**config.mk**
```make
export PLATFORM = sky130hd
export DESIGN_NAME = ext_irq_and_vector_control
export DESIGN_NICKNAME = d
export VERILOG_FILES = /design/src/verilog/irq_ctrl_pkg.sv /design/src/verilog/ext_pin_if.sv /design/src/verilog/ext_pin_sense.sv /design/src/verilog/prio_pick.sv /design/src/verilog/ext_irq_and_vector_control.sv
export SDC_FILE = /design/constraint.sdc
export NUM_CORES = 1
export LEC_CHECK = 0
export ABC_CLOCK_PERIOD_IN_PS = 3600
export BUFFER_PORTS_ARGS = -buffer_cell sky130_fd_sc_hd__buf_2
export CAP_MARGIN = 20
export CORE_UTILIZATION = 54
export CTS_CLUSTER_DIAMETER = 120
export DETAILED_ROUTE_END_ITERATION = 8
export MAX_ROUTING_LAYER = met4
export PLACE_DENSITY = 0.85
export RECOVER_POWER = 25
export SLEW_MARGIN = 20
export SYNTH_ARGS = -nofsm -noshare
export SYNTH_HDL_FRONTEND = slang
export SYNTH_SLANG_ARGS = --single-unit
export TNS_END_PERCENT = 100
```
**constraint.sdc**
```tcl
create_clock -name mclk -period 3.6 [get_ports mclk]
set_clock_uncertainty 0.1 [all_clocks]
set_input_delay 0.72 -clock mclk [delete_from_list [all_inputs] [get_ports mclk]]
set_output_delay 0.72 -clock mclk [all_outputs]
set_load 0.05 [all_outputs]
```
**src/verilog/irq_ctrl_pkg.sv**
```systemverilog
// Purpose: shared constants for the interrupt and vector controller
// Assumes: 8-bit register port, 20 MHz mclk
// Notes:   offsets of flag, control and core registers chosen locally
package irq_ctrl_pkg;
    localparam int          NUM_SRC        = 13;
    localparam int          VEC_W          = 4;
    localparam logic [7:0]  OFF_EXT_MASK   = 8'h3B;
    localparam logic [7:0]  OFF_EXT_FLAG   = 8'h3A;
    localparam logic [7:0]  OFF_SENSE_CTRL = 8'h35;
    localparam logic [7:0]  OFF_GLOBAL     = 8'h3F;
    localparam logic [7:0]  RST_EXT_MASK   = 8'h00;
    localparam logic [7:0]  RST_SENSE_CTRL = 8'h00;
    localparam int          BIT_EXT_B      = 7;
    localparam int          BIT_EXT_A      = 6;
    localparam int          BIT_GIE        = 7;
    localparam logic [VEC_W-1:0] VEC_EXT_A = 4'h1;
    localparam logic [VEC_W-1:0] VEC_EXT_B = 4'h2;
    localparam real         CLK_PERIOD_NS  = 50.0;
    localparam real         RESP_TIME_NS   = 200.0;
    localparam int          RESP_CYCLES    = int'(RESP_TIME_NS / CLK_PERIOD_NS);
    localparam logic [2:0]  RESP_CNT_INIT  = 3'(RESP_CYCLES - 1);
    // sense codes per pin
    localparam logic [1:0]  SENSE_LOW      = 2'h0;
    localparam logic [1:0]  SENSE_FALL     = 2'h2;
    localparam logic [1:0]  SENSE_RISE     = 2'h3;
    typedef enum logic [1:0]
    {
        ST_IDLE  = 2'b00,
        ST_PUSH  = 2'b01,
        ST_VEC   = 2'b11,
        ST_GUARD = 2'b10
    } vec_state_t;
endpackage

```
**src/verilog/ext_pin_if.sv**
```systemverilog
// Purpose: bundle between pin sensing module and controller
// Assumes: one clock domain
// Notes:   one lane per external pin
`timescale 1ns/1ps
interface ext_pin_if;
    logic [1:0] sense_a;
    logic [1:0] sense_b;
    logic       edge_a;
    logic       edge_b;
    logic       level_a;
    logic       level_b;
    modport sense (input sense_a, sense_b, output edge_a, edge_b, level_a, level_b);
    modport ctrl  (output sense_a, sense_b, input edge_a, edge_b, level_a, level_b);
endinterface

```
**src/verilog/ext_pin_sense.sv**
```systemverilog
// Purpose: synchronise two external pins and detect edges or low level
// Assumes: pins asynchronous to mclk
// Notes:   change counts once stages two and three agree
`timescale 1ns/1ps
module ext_pin_sense
    import irq_ctrl_pkg::*;
(
    input  wire logic  mclk,
    input  wire logic  arst_n,
    input  wire logic  pin_a,
    input  wire logic  pin_b,
    ext_pin_if.sense   pif
);
    logic [1:0] s1_q;
    logic [1:0] s2_q;
    logic [1:0] s3_q;
    logic [1:0] st_q;
    logic [1:0] st_d;
    logic [1:0] rise;
    logic [1:0] fall;
    logic [1:0] sense [2];

    assign sense[0] = pif.sense_a;
    assign sense[1] = pif.sense_b;

    always_ff @(posedge mclk or negedge arst_n)
    begin
        if (!arst_n)
        begin
            s1_q <= 2'h3;
            s2_q <= 2'h3;
            s3_q <= 2'h3;
            st_q <= 2'h3;
        end
        else
        begin
            s1_q <= {pin_b, pin_a};
            s2_q <= s1_q;
            s3_q <= s2_q;
            st_q <= st_d;
        end
    end

    genvar g;
    generate
        for (g = 0; g < 2; g++)
        begin : g_pin
            assign st_d[g] = (s2_q[g] == s3_q[g]) ? s3_q[g] : st_q[g];
            assign rise[g] = st_d[g] & ~st_q[g];
            assign fall[g] = ~st_d[g] & st_q[g];
        end
    endgenerate

    assign pif.edge_a  = (sense[0] == SENSE_RISE) ? rise[0] :
                         (sense[0] == SENSE_FALL) ? fall[0] : 1'b0;
    assign pif.edge_b  = (sense[1] == SENSE_RISE) ? rise[1] :
                         (sense[1] == SENSE_FALL) ? fall[1] : 1'b0;
    assign pif.level_a = (sense[0] == SENSE_LOW) & ~st_q[0];
    assign pif.level_b = (sense[1] == SENSE_LOW) & ~st_q[1];
endmodule

```
**src/verilog/prio_pick.sv**
```systemverilog
// Purpose: pick lowest-numbered pending source
// Assumes: bit i of request is vector i+1
// Notes:   pure combinational
`timescale 1ns/1ps
module prio_pick
    import irq_ctrl_pkg::*;
(
    input  wire logic [NUM_SRC-1:0] req,
    output logic                    any,
    output logic [VEC_W-1:0]        vec
);
    logic [NUM_SRC-1:0] low_only;
    assign low_only = req & (~req + NUM_SRC'(1));
    assign any      = |req;
    always_comb
    begin
        vec = '0;
        for (int i = NUM_SRC - 1; i >= 0; i--)
        begin
            if (low_only[i])
            begin
                vec = VEC_W'(i + 1);
            end
        end
    end
endmodule

```
**src/verilog/ext_irq_and_vector_control.sv**
```systemverilog
// Purpose: global enable, pending flags, priority vectoring, two pins
// Assumes: core pulses vec_taken at vector fetch and return_from_irq_instr_exec on return
// Notes:   other peripherals keep their own flags and pass them in
// Contract
// - accepting an interrupt clears global enable.
// - return instruction sets global enable; software may set it too.
// - vectoring clears the serving source's pending flag.
// - writing one clears a flag; zero leaves it.
// - flag sets even while its enable is clear.
// - flags held while globally disabled, then served by priority.
// - level interrupt has no flag, requests only while active.
// - mask bit 7 with global enable enables pin b, vector 2.
// - mask bit 6 with global enable enables pin a, vector 1.
// - two sense bits per pin select rise, fall or level.
// - in level mode edge flag held clear, request still made.
// - pin activity requests even when pin is an output.
// - edge on b sets flag bit 7, on a bit 6.
// - flag, enable and global enable set: jump to vector.
// - edge flag cleared by handler entry or writing one.
// - bits 5..0 of mask and flag read zero, ignore writes.
// - vector no sooner than four cycles after flag sets.
// - after return one main instruction runs before next interrupt.
// - each pin triggers on falling, rising edge or low level.
//
// Added by the designer: the plain strobed port.
`timescale 1ns/1ps
module ext_irq_and_vector_control
    import irq_ctrl_pkg::*;
(
    input  wire logic                 mclk,
    input  wire logic                 arst_n,
    input  wire logic [7:0]           reg_addr,
    input  wire logic [7:0]           reg_wdata,
    input  wire logic                 reg_wr,
    input  wire logic                 reg_rd,
    output logic      [7:0]           reg_rdata,
    input  wire logic                 pin_a,
    input  wire logic                 pin_b,
    input  wire logic [NUM_SRC-3:0]   periph_req,
    output logic      [NUM_SRC-3:0]   periph_ack,
    input  wire logic                 insn_done,
    input  wire logic                 return_from_irq_instr_exec,
    input  wire logic                 vec_taken,
    output logic                      irq_req,
    output logic      [VEC_W-1:0]     irq_vec,
    output logic                      gie
);
    ext_pin_if pif ();

    logic [7:0]         mask_q;
    logic [1:0]         flag_q;
    logic [1:0]         flag_d;
    logic [3:0]         sense_q;
    logic               gie_q;
    logic               gie_d;
    logic [7:0]         rdata_q;
    logic [7:0]         rdata_d;
    logic [2:0]         cnt_q;
    logic [VEC_W-1:0]   vec_q;
    logic               req_q;
    logic [NUM_SRC-3:0] ack_q;
    logic [NUM_SRC-3:0] ack_d;
    vec_state_t         st_q;
    vec_state_t         st_d;
    logic [NUM_SRC-1:0] pend;
    logic               any_pend;
    logic [VEC_W-1:0]   pick_vec;
    logic               wr_mask;
    logic               wr_flag;
    logic               wr_sense;
    logic               wr_gie;
    logic               take_a;
    logic               take_b;
    logic               accept;
    logic               en_a;
    logic               en_b;
    logic               req_a;
    logic               req_b;
    logic               ret_q;

    ext_pin_sense u_sense
    (
        .mclk   (mclk),
        .arst_n (arst_n),
        .pin_a  (pin_a),
        .pin_b  (pin_b),
        .pif    (pif)
    );

    assign pif.sense_a = sense_q[1:0];
    assign pif.sense_b = sense_q[3:2];

    assign wr_mask  = reg_wr & (reg_addr == OFF_EXT_MASK);
    assign wr_flag  = reg_wr & (reg_addr == OFF_EXT_FLAG);
    assign wr_sense = reg_wr & (reg_addr == OFF_SENSE_CTRL);
    assign wr_gie   = reg_wr & (reg_addr == OFF_GLOBAL);

    assign en_a = mask_q[BIT_EXT_A];
    assign en_b = mask_q[BIT_EXT_B];

    assign req_a = en_a & (flag_q[0] | pif.level_a);
    assign req_b = en_b & (flag_q[1] | pif.level_b);

    assign pend = {periph_req, req_b, req_a};

    prio_pick u_pick
    (
        .req (pend),
        .any (any_pend),
        .vec (pick_vec)
    );

    // global enable, nesting, not right after return
    assign accept = ((st_q == ST_IDLE) | (st_q == ST_GUARD)) & gie_q & any_pend &
                    ~ret_q & ~return_from_irq_instr_exec;
    assign take_a = vec_taken & (st_q == ST_VEC) & (vec_q == VEC_EXT_A);
    assign take_b = vec_taken & (st_q == ST_VEC) & (vec_q == VEC_EXT_B);

    // set wins over clear; clear on vector
    assign flag_d[0] = (sense_q[1:0] == SENSE_LOW) ? 1'b0 :
                       pif.edge_a | (flag_q[0] & ~take_a &
                       ~(wr_flag & reg_wdata[BIT_EXT_A]));
    assign flag_d[1] = (sense_q[3:2] == SENSE_LOW) ? 1'b0 :
                       pif.edge_b | (flag_q[1] & ~take_b &
                       ~(wr_flag & reg_wdata[BIT_EXT_B]));

    // clear on accept; set on return; a write loads bit 7
    assign gie_d = accept ? 1'b0 :
                   return_from_irq_instr_exec ? 1'b1 :
                   wr_gie ? reg_wdata[BIT_GIE] : gie_q;

    // peripheral flag clear strobe at vector
    genvar g;
    generate
        for (g = 0; g < NUM_SRC - 2; g++)
        begin : g_ack
            assign ack_d[g] = vec_taken & (st_q == ST_VEC) & (vec_q == VEC_W'(g + 3));
        end
    endgenerate

    assign rdata_d = !reg_rd ? 8'h00 :
                     (reg_addr == OFF_EXT_MASK)   ? {mask_q[7:6], 6'h00} :
                     (reg_addr == OFF_EXT_FLAG)   ? {flag_q[1], flag_q[0], 6'h00} :
                     (reg_addr == OFF_SENSE_CTRL) ? {4'h0, sense_q} :
                     (reg_addr == OFF_GLOBAL)     ? {gie_q, 7'h00} : 8'h00;

    always_comb
    begin
        st_d = st_q;
        case (st_q)
            ST_IDLE:
            begin
                if (accept)
                begin
                    st_d = ST_PUSH;
                end
            end
            ST_PUSH:
            begin
                if (cnt_q == 3'h0)
                begin
                    st_d = ST_VEC;
                end
            end
            ST_VEC:
            begin
                if (vec_taken)
                begin
                    st_d = ST_GUARD;
                end
            end
            ST_GUARD:
            begin
                if (accept)
                begin
                    st_d = ST_PUSH;
                end
                else if (insn_done & ~return_from_irq_instr_exec)
                begin
                    st_d = ST_IDLE;
                end
            end
            default:
            begin
                st_d = ST_IDLE;
            end
        endcase
    end

    always_ff @(posedge mclk or negedge arst_n)
    begin
        if (!arst_n)
        begin
            mask_q  <= RST_EXT_MASK;
            sense_q <= RST_SENSE_CTRL[3:0];
            flag_q  <= 2'h0;
            gie_q   <= 1'b0;
            rdata_q <= 8'h00;
            ack_q   <= '0;
        end
        else
        begin
            if (wr_mask)
            begin
                mask_q <= {reg_wdata[7:6], 6'h00};
            end
            if (wr_sense)
            begin
                sense_q <= reg_wdata[3:0];
            end
            flag_q  <= flag_d;
            gie_q   <= gie_d;
            rdata_q <= rdata_d;
            ack_q   <= ack_d;
        end
    end

    always_ff @(posedge mclk or negedge arst_n)
    begin
        if (!arst_n)
        begin
            st_q  <= ST_IDLE;
            cnt_q <= 3'h0;
            vec_q <= '0;
            req_q <= 1'b0;
            ret_q <= 1'b0;
        end
        else
        begin
            st_q  <= st_d;
            cnt_q <= accept ? RESP_CNT_INIT : (cnt_q != 3'h0 ? cnt_q - 3'h1 : cnt_q);
            if (accept)
            begin
                vec_q <= pick_vec;
            end
            req_q <= (st_d == ST_VEC);
            // return seen, no main instruction yet
            ret_q <= return_from_irq_instr_exec ? 1'b1 : (insn_done ? 1'b0 : ret_q);
        end
    end

    assign reg_rdata  = rdata_q;
    assign irq_req    = req_q;
    assign irq_vec    = vec_q;
    assign gie        = gie_q;
    assign periph_ack = ack_q;

    AST_GIE_CLR: assert property (@(posedge mclk) disable iff (!arst_n)
        accept |=> !gie_q)
        else $error("global enable not cleared on accept");

    AST_RETURN_FROM_IRQ_INSTR_SET: assert property (@(posedge mclk) disable iff (!arst_n)
        (return_from_irq_instr_exec && !accept) |=> gie_q)
        else $error("return did not set global enable");

    AST_RESP_MIN: assert property (@(posedge mclk) disable iff (!arst_n)
        accept |=> !irq_req [*3])
        else $error("vector requested too early");

    AST_RESP_MAX: assert property (@(posedge mclk) disable iff (!arst_n)
        accept |-> ##[1:5] irq_req)
        else $error("vector request late");

    // handler entry clears pin a flag
    AST_FLAG_A_CLR: assert property (@(posedge mclk) disable iff (!arst_n)
        (take_a && !pif.edge_a) |=> !flag_q[0])
        else $error("pin a flag kept after vectoring");

    AST_W1C: assert property (@(posedge mclk) disable iff (!arst_n)
        (wr_flag && reg_wdata[BIT_EXT_B] && !pif.edge_b) |=> !flag_q[1])
        else $error("write one did not clear pin b flag");

    // edge sets flag regardless of enable
    AST_EDGE_SET: assert property (@(posedge mclk) disable iff (!arst_n)
        pif.edge_a |=> flag_q[0])
        else $error("edge did not set flag");

    AST_LEVEL_NOFLAG: assert property (@(posedge mclk) disable iff (!arst_n)
        (sense_q[3:2] == SENSE_LOW) |=> !flag_q[1])
        else $error("flag set in level mode");

    AST_RSVD_ZERO: assert property (@(posedge mclk) disable iff (!arst_n)
        $past(reg_rd) && ($past(reg_addr) == OFF_EXT_MASK) |-> reg_rdata[5:0] == 6'h00)
        else $error("reserved bits nonzero");

    AST_ONE_INSN: assert property (@(posedge mclk) disable iff (!arst_n)
        return_from_irq_instr_exec |=> !accept)
        else $error("served before one main instruction");
endmodule

```
==> results_dict.tcl, run 1 <==
set metrics [dict create \
    status "finished clean" \
    place_ws_ps 1230 \
    clkTransAtPathRegs_ps 90 \
    nets 277 \
    worst_slack_ps 1530 \
    ys.flop_type "dfrtp_1" \
    startpoint_type "input pin" \
    die-width_um 63.0 \
    r2r-end "st_q[0]$_DFF_PN0_" \
    r2r_start "u_sense.st_q[0]$_DFF_PN1_" \
    grt_pass1_wl_um 6530 \
    viasPerCell 5.49 \
    htree_levels 2 \
    fillCellCount 262 \
    cap_violations 0 \
    dpl.hpwl_um 2840 \
    synth.distinct_cells 41 \
    slew_viol_final 0 \
    synth_seq_cells 45 \
    syn_avg_cell_area_um2 11.4 \
    num_vias 1570 \
    synth_edf_count 0 \
    clockBufferDepth 2 \
    startpoint "reg_addr[6]" \
    start_util_pct 58.4 \
    cts_setup_buffers 0 \
    drive_gt1_share_pct 33.3 \
    end_kind "register" \
    final_cell_mix "55 x buf_2, 37 x dfrtp_1, 18 x nand2_1" \
    ctsResizeCount 0 \
    die_h_um 63.0 \
    synth_cells 177 \
    async_reset_ff_share_pct 100 \
    worstPathRequired_ps 3690 \
    grt_max_degree 46 \
    rr_worst_depth 5 \
    yosysWarnings 0 \
    cp_cell_sequence "buf_2 -> nand4bb_1 -> nor3_1 -> and3_1 -> mux2_1" \
    final_antenna_net_count 0 \
    finalCritPeriodShare_pct 57.5 \
    critPathMaxFanout 4 \
    tightest_slew_ps 931 \
    cp_data_arrival_time_ps 2160 \
    slowest_stage "nor3_1" \
    coreArea_um2 3440 \
    grt_overflow 0 \
    hold_path_depth 0 \
    gp_congestion 0.850 \
    path_class "in2reg" \
    hold_path_end "u_sense.s2_q[0]$_DFF_PN1_" \
    die_area_um2 3970 \
    grt_use_total_pct 22.1 \
    portBuffers 56 \
    ctsHoldBuffers 0 \
    cts_tree "done" \
    dr.pass1.iters 4 \
    min_period_ps 2070 \
    drc 0 \
    routedWlPerCell_um 13.3 \
    setup_tns_ps 0 \
    diodes 0 \
    clk_latency_ps 300 \
    r2r_setup_slack_ps 1820 \
    yosysSeqAreaShare_pct 56.5 \
    num_io_pins 61 \
    slew_headroom_pct 37.9 \
    layout_commonest_cell "buf_2" \
    crit_family "simple AND/OR/NAND/NOR gates" \
    worst-path-buf-inv 1 \
    grt_pass1_vias 1448 \
    critical_path_depth 5 \
    totalWireLength_um 3810 \
    root_buffer "clkbuf_8" \
    ir_worst_vdd_v 0.000295 \
    max_freq_mhz 483 \
    antenna_found_initial 0 \
    hold_viol 0 \
    rsz0062_at_grt "false" \
    slowest_delay_ps 460 \
    leakage_nw 1.21 \
    hp-start "u_sense.s1_q[0]$_DFF_PN1_" \
    area_growth_pct 20.8 \
    synthesis.area_um2 2010 \
    numClockSinks 45 \
    hold_path.class "reg2reg" \
    setup_viol 0 \
    power_density_nw_per_um2 538 \
    cts_buffers 5 \
    rows 21 \
    drtIter0Drc 65 \
]
[synthesized netlist by cell type, drive strengths merged, types with 3 or more instances]
master,count,area [um2]
dfrtp,37,926
nand2,18,67.6
nor2,17,63.8
o21ai,10,50.1
inv,9,33.8
a21oi,8,40.0
dfstp,8,210
mux2,7,78.8
nor3,7,35.0
nor4,7,80.1
and3,6,37.5
o31ai,6,58.8
nand3,4,25.0
mux2i,3,30.0
nor4b,3,32.5
[metrics by stage]
step	power (mW)	hold WS, ps	instances	area, um2	utilization (%)
floorplan	0.892	245	178	2010	-
global placement	0.986	247	278	2340	67.9
detailed placement	1.00	247	278	2340	67.9
CTS	1.31	259	286	2430	70.6
global route	1.39	268	286	2430	70.6
finish	1.31	263	286	2430	70.6
[final cells by class]
class | count | area [um2] | area share (%)
sequential | 45 | 1140 | 46.8
multi-input combinational | 122 | 830 | 34.1
timing repair buffer | 56 | 279 | 11.5
clock buffer | 5 | 68.8 | 2.83
tap | 46 | 57.6 | 2.37
inverter | 9 | 33.8 | 1.39
clock inverter | 3 | 25.0 | 1.03
[state kept, by name, summed over array words and instances (netlist names)]
signal	cells
u_sense.s3_q	2
flag_q	2
irq_req	1
gie	1
cnt_q	3
mask_q	2
periph_ack	11
irq_vec	4
u_sense.s2_q	2
u_sense.s1_q	2
ret_q	1
reg_rdata	6
st_q	2
sense_q	4
u_sense.st_q	2
[layer usage]
metal	vias to the layer above	GRT usage, %	share of wire (%)
met2	55	35.9	51
met3	6	4.56	4.9
met5	-	-	0
met4	0	7.85	1.5
li1	759	-	-
met1	750	27.2	43
[worst max-delay path by stage]
stage / to / slack [ps]
after floorplan: mask_q[6]$_DFFE_PN0P_ / 1590
after global placement: st_q[0]$_DFF_PN0_ / 1340
after detailed placement: mask_q[6]$_DFFE_PN0P_ / 1230
after CTS: mask_q[6]$_DFFE_PN0P_ / 1560
after global routing: sense_q[2]$_DFFE_PN0P_ / 1450
final: mask_q[6]$_DFFE_PN0P_ / 1530
[power by group]
group          internal, mW  switching (mW)
sequential            0.572          0.0782
combinational         0.115           0.226
clock                 0.140           0.174
[worst register-to-register path: cells and delay by family (launching register included)]
family / cells / cell delay, ps
buffers and inverters: 1 / 80
DFF: 1 / 560
AOI/OAI and AO/OA: 3 / 880
and+or+nand+nor: 1 / 50
[cell families (layout without fill, tap and decap cells)]
logic type	Yosys count	count (layout)	synth area share, %
adder cells (fa/ha/maj)	4	4	2.24
buffers and inverters	11	73	2.43
AO/OA/AOI/OAI	31	31	11.1
XOR/XNOR	1	1	0.436
AND/OR/NAND/NOR	74	74	21.7
other	1	2	0.187
flip-flops	45	45	56.5
multiplexers	10	10	5.41
Note: power is estimated with default switching activity, not from simulation.
==> run 2: changes to the inputs <==
--- a/config.mk
+++ b/config.mk
@@ -5,14 +5,14 @@
 export SDC_FILE = /design/constraint.sdc
 export NUM_CORES = 1
 export LEC_CHECK = 0
-export ABC_CLOCK_PERIOD_IN_PS = 3600
+export ABC_CLOCK_PERIOD_IN_PS = 1870
 export BUFFER_PORTS_ARGS = -buffer_cell sky130_fd_sc_hd__buf_2
 export CAP_MARGIN = 20
-export CORE_UTILIZATION = 54
+export CORE_UTILIZATION = 46
 export CTS_CLUSTER_DIAMETER = 120
 export DETAILED_ROUTE_END_ITERATION = 8
 export MAX_ROUTING_LAYER = met4
-export PLACE_DENSITY = 0.85
+export PLACE_DENSITY = 0.78
 export RECOVER_POWER = 25
 export SLEW_MARGIN = 20
 export SYNTH_ARGS = -nofsm -noshare
==> constraint.sdc (replaced) <==
create_clock -name mclk -period 1.87 [get_ports mclk]
set_clock_uncertainty 0.1 [all_clocks]
set_input_delay 0.374 -clock mclk [delete_from_list [all_inputs] [get_ports mclk]]
set_output_delay 0.374 -clock mclk [all_outputs]
set_load 0.05 [all_outputs]
==> run 2 against run 1 <==
Clock power rose by 89%. Via count fell by 2.7%. Count of clock-buffer cells in the layout rose by 1. Non-clock buffer count is 9 higher. Setup slack worse by 1400 ps. Cell count increased by 4.5%. Worst hold slack got worse by 190 ps. Sequential power up 90%.
==> results_dict.tcl, run 2 (synthesis gave the netlist of run 1 again) <==
set metrics [dict create \
    diodes 0 \
    pwr-share-seq_pct 49.6 \
    r2r-end "irq_vec[3]$_DFFE_PN0P_" \
    final_util_pct 61.6 \
    die-width_um 68.1 \
    drtIter0Drc 46 \
    drive_gt1_share_pct 35.3 \
    gp_congestion 0.825 \
    hold_viol 0 \
    dpl.hpwl_um 2930 \
    pwr-share-clk_pct 23.7 \
    final_antenna_net_count 0 \
    cap_violations 0 \
    leakage_nw 1.27 \
    finalCritPeriodShare_pct 92.5 \
    cts_tree "done" \
    clk_latency_ps 290 \
    setup_tns_ps 0 \
    routedWlPerCell_um 12.5 \
    setup_viol 0 \
    slew_headroom_pct 63.9 \
    num_vias 1528 \
    rsz0062_at_grt "false" \
    slew_viol_final 0 \
    start_util_pct 49.2 \
    cts_buffers 5 \
    whs_ps 76.9 \
    ir_worst_vdd_v 0.000391 \
    clockBufferDepth 2 \
    final_cell_mix "55 x buf_2, 37 x dfrtp_1, 18 x nand2_1" \
    end_kind "register" \
    layout_commonest_cell "buf_2" \
    clkTransAtPathRegs_ps 80 \
    fillCellCount 339 \
    ctsResizeCount 0 \
    cp_data_arrival_time_ps 1820 \
    grt_pass1_vias 1404 \
    grt_max_degree 26 \
    cts_setup_buffers 0 \
    dr.pass1.iters 4 \
    min_period_ps 1730 \
    grt_overflow 0 \
    rr_worst_depth 4 \
    hold_path.class "in2reg" \
    switchingPower_mw 0.875 \
    htree_levels 2 \
    startpoint "sense_q[3]$_DFFE_PN0P_" \
    path_class "reg2reg" \
    area_growth_pct 25.1 \
    startpoint_type "register" \
    die_area_um2 4640 \
    status "finished clean" \
    critPathMaxFanout 6 \
    coreArea_um2 4090 \
    num_io_pins 61 \
    sw_frac_of_total_pct 34.9 \
    totalWireLength_um 3740 \
    numClockSinks 45 \
    cp-endpoint "irq_vec[3]$_DFFE_PN0P_" \
    max_freq_mhz 578 \
    internal-power_mw 1.63 \
    viasPerCell 5.11 \
    power_density_nw_per_um2 996 \
    largest_reg_flops 11 \
    portBuffers 56 \
    nets 286 \
    grt_use_total_pct 19.0 \
    r2r_start "sense_q[3]$_DFFE_PN0P_" \
    r2r_setup_slack_ps 140 \
    grt_pass1_wl_um 6200 \
    combPwrFrac_pct 26.7 \
    rows 23 \
    ctsHoldBuffers 1 \
    die_h_um 68.1 \
    tightest_slew_ps 541 \
    worstPathRequired_ps 1960 \
    antenna_found_initial 0 \
    drc 0 \
    root_buffer "clkbuf_8" \
]
-- run 2: power by group through the flow --
stage | clock (mW) | sequential (mW) | combinational, mW
finish | 0.594 | 1.24 | 0.671
global route | 0.663 | 1.27 | 0.753
CTS | 0.622 | 1.24 | 0.680
detailed placement | 0 | 1.26 | 0.677
global placement | 0 | 1.26 | 0.661
floorplan | 0 | 1.40 | 0.317
-- run 2: worst min path at each step --
stage / start / to / cells after the start
global placement: u_sense.s1_q[0]$_DFF_PN1_ / u_sense.s2_q[0]$_DFF_PN1_ / 0
floorplan: arst_n / cnt_q[0]$_DFFE_PN0P_ / 0
CTS: pin_b / u_sense.s1_q[1]$_DFF_PN1_ / 1
detailed placement: u_sense.s1_q[0]$_DFF_PN1_ / u_sense.s2_q[0]$_DFF_PN1_ / 0
finish: pin_b / u_sense.s1_q[1]$_DFF_PN1_ / 1
global route: pin_a / u_sense.s1_q[0]$_DFF_PN1_ / 1
-- run 2: critical path, stage by stage (launching register included) --
cell and delay [ps]:
dfrtp_1 460, o41ai_4 540, o31ai_4 140, buf_4 170, o41ai_1 220
-- run 2: routing by layer --
| layer | vias to the layer above | part of all wire (%) | global-route usage [%] |
|---|---|---|---|
| met2 | 51 | 47 | 28.6 |
| met1 | 691 | 45 | 23.6 |
| li1 | 778 | - | - |
| met3 | 8 | 6.6 | 5.50 |
| met4 | 0 | 2.1 | 8.59 |
| met5 | - | 0 | - |
-- run 2: final cells by class --
type	count	area (um2)	share of cell area, %
multi-input cells	122	830	33.0
well taps	50	62.6	2.49
repair buffers	65	363	14.4
clock buffers	6	82.6	3.28
flip-flops and latches	45	1140	45.2
inverters	9	33.8	1.34
clock inverters	2	8.76	0.348
-- run 2: metrics by stage --
| stage | total power [mW] | cell area (um2) | instances | setup slack (ps) |
|---|---|---|---|---|
| 2_1_floorplan | 1.72 | 2010 | 178 | 158 |
| 3_3_place_gp | 1.92 | 2410 | 290 | 66.7 |
| 3_5_place_dp | 1.94 | 2410 | 290 | 2.75 |
| 4_1_cts | 2.54 | 2520 | 299 | 116 |
| 5_1_grt | 2.68 | 2520 | 299 | 13.7 |
| 6_report | 2.51 | 2520 | 299 | 140 |
==> run 3: changes to the inputs <==
--- a/config.mk
+++ b/config.mk
@@ -12,7 +12,7 @@
 export CTS_CLUSTER_DIAMETER = 120
 export DETAILED_ROUTE_END_ITERATION = 8
 export MAX_ROUTING_LAYER = met4
-export PLACE_DENSITY = 0.78
+export PLACE_DENSITY = 0.84
 export RECOVER_POWER = 25
 export SLEW_MARGIN = 20
 export SYNTH_ARGS = -nofsm -noshare
==> run 3 against run 2 <==
Setup slack improved by 64 ps. Register-to-register slack improved by 60 ps. Cell count increased by 1.0%. Maximum frequency increased by 3.8%. Cell area increased by 1.8%. Total power increased by 6.7%. Critical endpoint unchanged. Critical path depth increased by 1. Non-clock buffer count increased by 3. Via count increased by 3.8%.
==> results_dict.tcl, run 3 (synthesis gave the netlist of run 1 again) <==
set metrics [dict create \
    dr.pass1.iters 4 \
    root_buffer "clkbuf_8" \
    setup_viol 0 \
    ir_worst_vdd_v 0.000443 \
    cts_buffers 5 \
    r2r_setup_slack_ps 200 \
    dpl_cell_area_um2 2420 \
    cp_data_arrival_time_ps 1760 \
    grt_pass1_vias 1470 \
    hold_viol 0 \
    clkTransAtPathRegs_ps 80 \
    coreArea_um2 4090 \
    area_growth_pct 27.4 \
    startpoint_type "register" \
    worstPathRequired_ps 1960 \
    cts_tree "done" \
    diodes 0 \
    htree_levels 2 \
    dpl.hpwl_um 3060 \
    hp-start "pin_b" \
    slew_headroom_pct 63.4 \
    nets 289 \
    antenna_found_initial 0 \
    final_cell_mix "55 x buf_2, 37 x dfrtp_1, 18 x nand2_1" \
    ctsResizeCount 0 \
    end_kind "register" \
    hold_path_depth 1 \
    rows 23 \
    place_ws_ps -15.4 \
    grt_max_degree 26 \
    num_vias 1586 \
    power_density_nw_per_um2 1040 \
    drc 0 \
    start_util_pct 49.2 \
    die_area_um2 4640 \
    status "finished clean" \
    totalWireLength_um 4080 \
    gp_congestion 0.831 \
    startpoint "mask_q[7]$_DFFE_PN0P_" \
    cap_violations 0 \
    path_class "reg2reg" \
    slew_viol_final 0 \
    setup_tns_ps 0 \
    rr_worst_depth 5 \
    drive_gt1_share_pct 36.5 \
    clk_latency_ps 300 \
    drtIter0Drc 49 \
    final_util_pct 62.7 \
    fin_area_um2 2560 \
    viasPerCell 5.25 \
    r2r_start "mask_q[7]$_DFFE_PN0P_" \
    numClockSinks 45 \
    die-width_um 68.1 \
    finalCritPeriodShare_pct 89.1 \
    critPathMaxFanout 6 \
    grt_use_total_pct 19.9 \
    hold_path.class "in2reg" \
    clockBufferDepth 2 \
    fillCellCount 348 \
    grt_overflow 0 \
    tightest_slew_ps 549 \
    portBuffers 56 \
    num_io_pins 61 \
    layout_commonest_cell "buf_2" \
    die_h_um 68.1 \
    rsz0062_at_grt "false" \
    max_freq_mhz 600 \
    largest_reg_flops 11 \
    grt_pass1_wl_um 6490 \
    worst_slack_ps 204 \
    leakage_nw 1.29 \
    final_antenna_net_count 0 \
    min_period_ps 1670 \
    routedWlPerCell_um 13.5 \
]
## run 3: changes by cell type in the layout (fill, tap and decap cells not counted)
cell | before | now
clkinv_1 | 1 | 0
clkinvlp_4 | 0 | 1
buf_4 | 7 | 10
bufinv_16 | 0 | 1
clkbuf_8 | 6 | 5
clkinv_4 | 0 | 1
clkinv_2 | 1 | 0
## run 3: worst max-delay path: stages (launching register included)
cell and delay (ps):
dfrtp_1 390, inv_1 90, o41ai_4 450, o31ai_4 130
buf_4 170, o41ai_1 230
## run 3: metrics by stage
stage,power (mW),std cells,hold slack (ps)
CTS,2.69,300,65.2
detailed placement,1.94,291,247
finish,2.68,302,71.0
global route,2.83,302,56.3
global placement,1.92,291,246
floorplan,1.72,178,-21.6
## run 3: worst paths after layout
kind | endpoint
max | irq_vec[3]$_DFFE_PN0P_
min | u_sense.s1_q[1]$_DFF_PN1_
max reg2reg | irq_vec[3]$_DFFE_PN0P_
min reg2reg | u_sense.s2_q[1]$_DFF_PN1_
max in group asynchronous | u_sense.s3_q[0]$_DFF_PN1_
min in group asynchronous | st_q[0]$_DFF_PN0_
## run 3: area by class of cell
type	count	area [um2]	area share, %
inverter	9	33.8	1.32
sequential	45	1140	44.3
clock inverter	3	46.3	1.81
timing repair buffer	68	385	15.0
clock buffer	5	68.8	2.69
multi-input combinational	122	830	32.4
tap	50	62.6	2.44
## run 3: where the power goes
group          internal, mW  total (mW)  switching (mW)
clock network         0.400       0.735           0.335
registers              1.10        1.25           0.147
logic                 0.245       0.692           0.447
total                  1.75        2.68           0.929
## run 3: what timing repair did
action / in CTS / in global routing
setup endpoints to repair: 0 / 1
endpoints found under the hold margin: 14 / 0
setup buffers: 0 / 2
hold buffers: 1 / 0
## run 3: metal layers
layer | routed length [um] | GRT usage, % | share of wire, %
met5 | 0 | - | 0
met4 | 48 | 8.59 | 1.2
met3 | 211 | 4.67 | 5.2
met2 | 2020 | 32.4 | 50
met1 | 1790 | 23.4 | 44
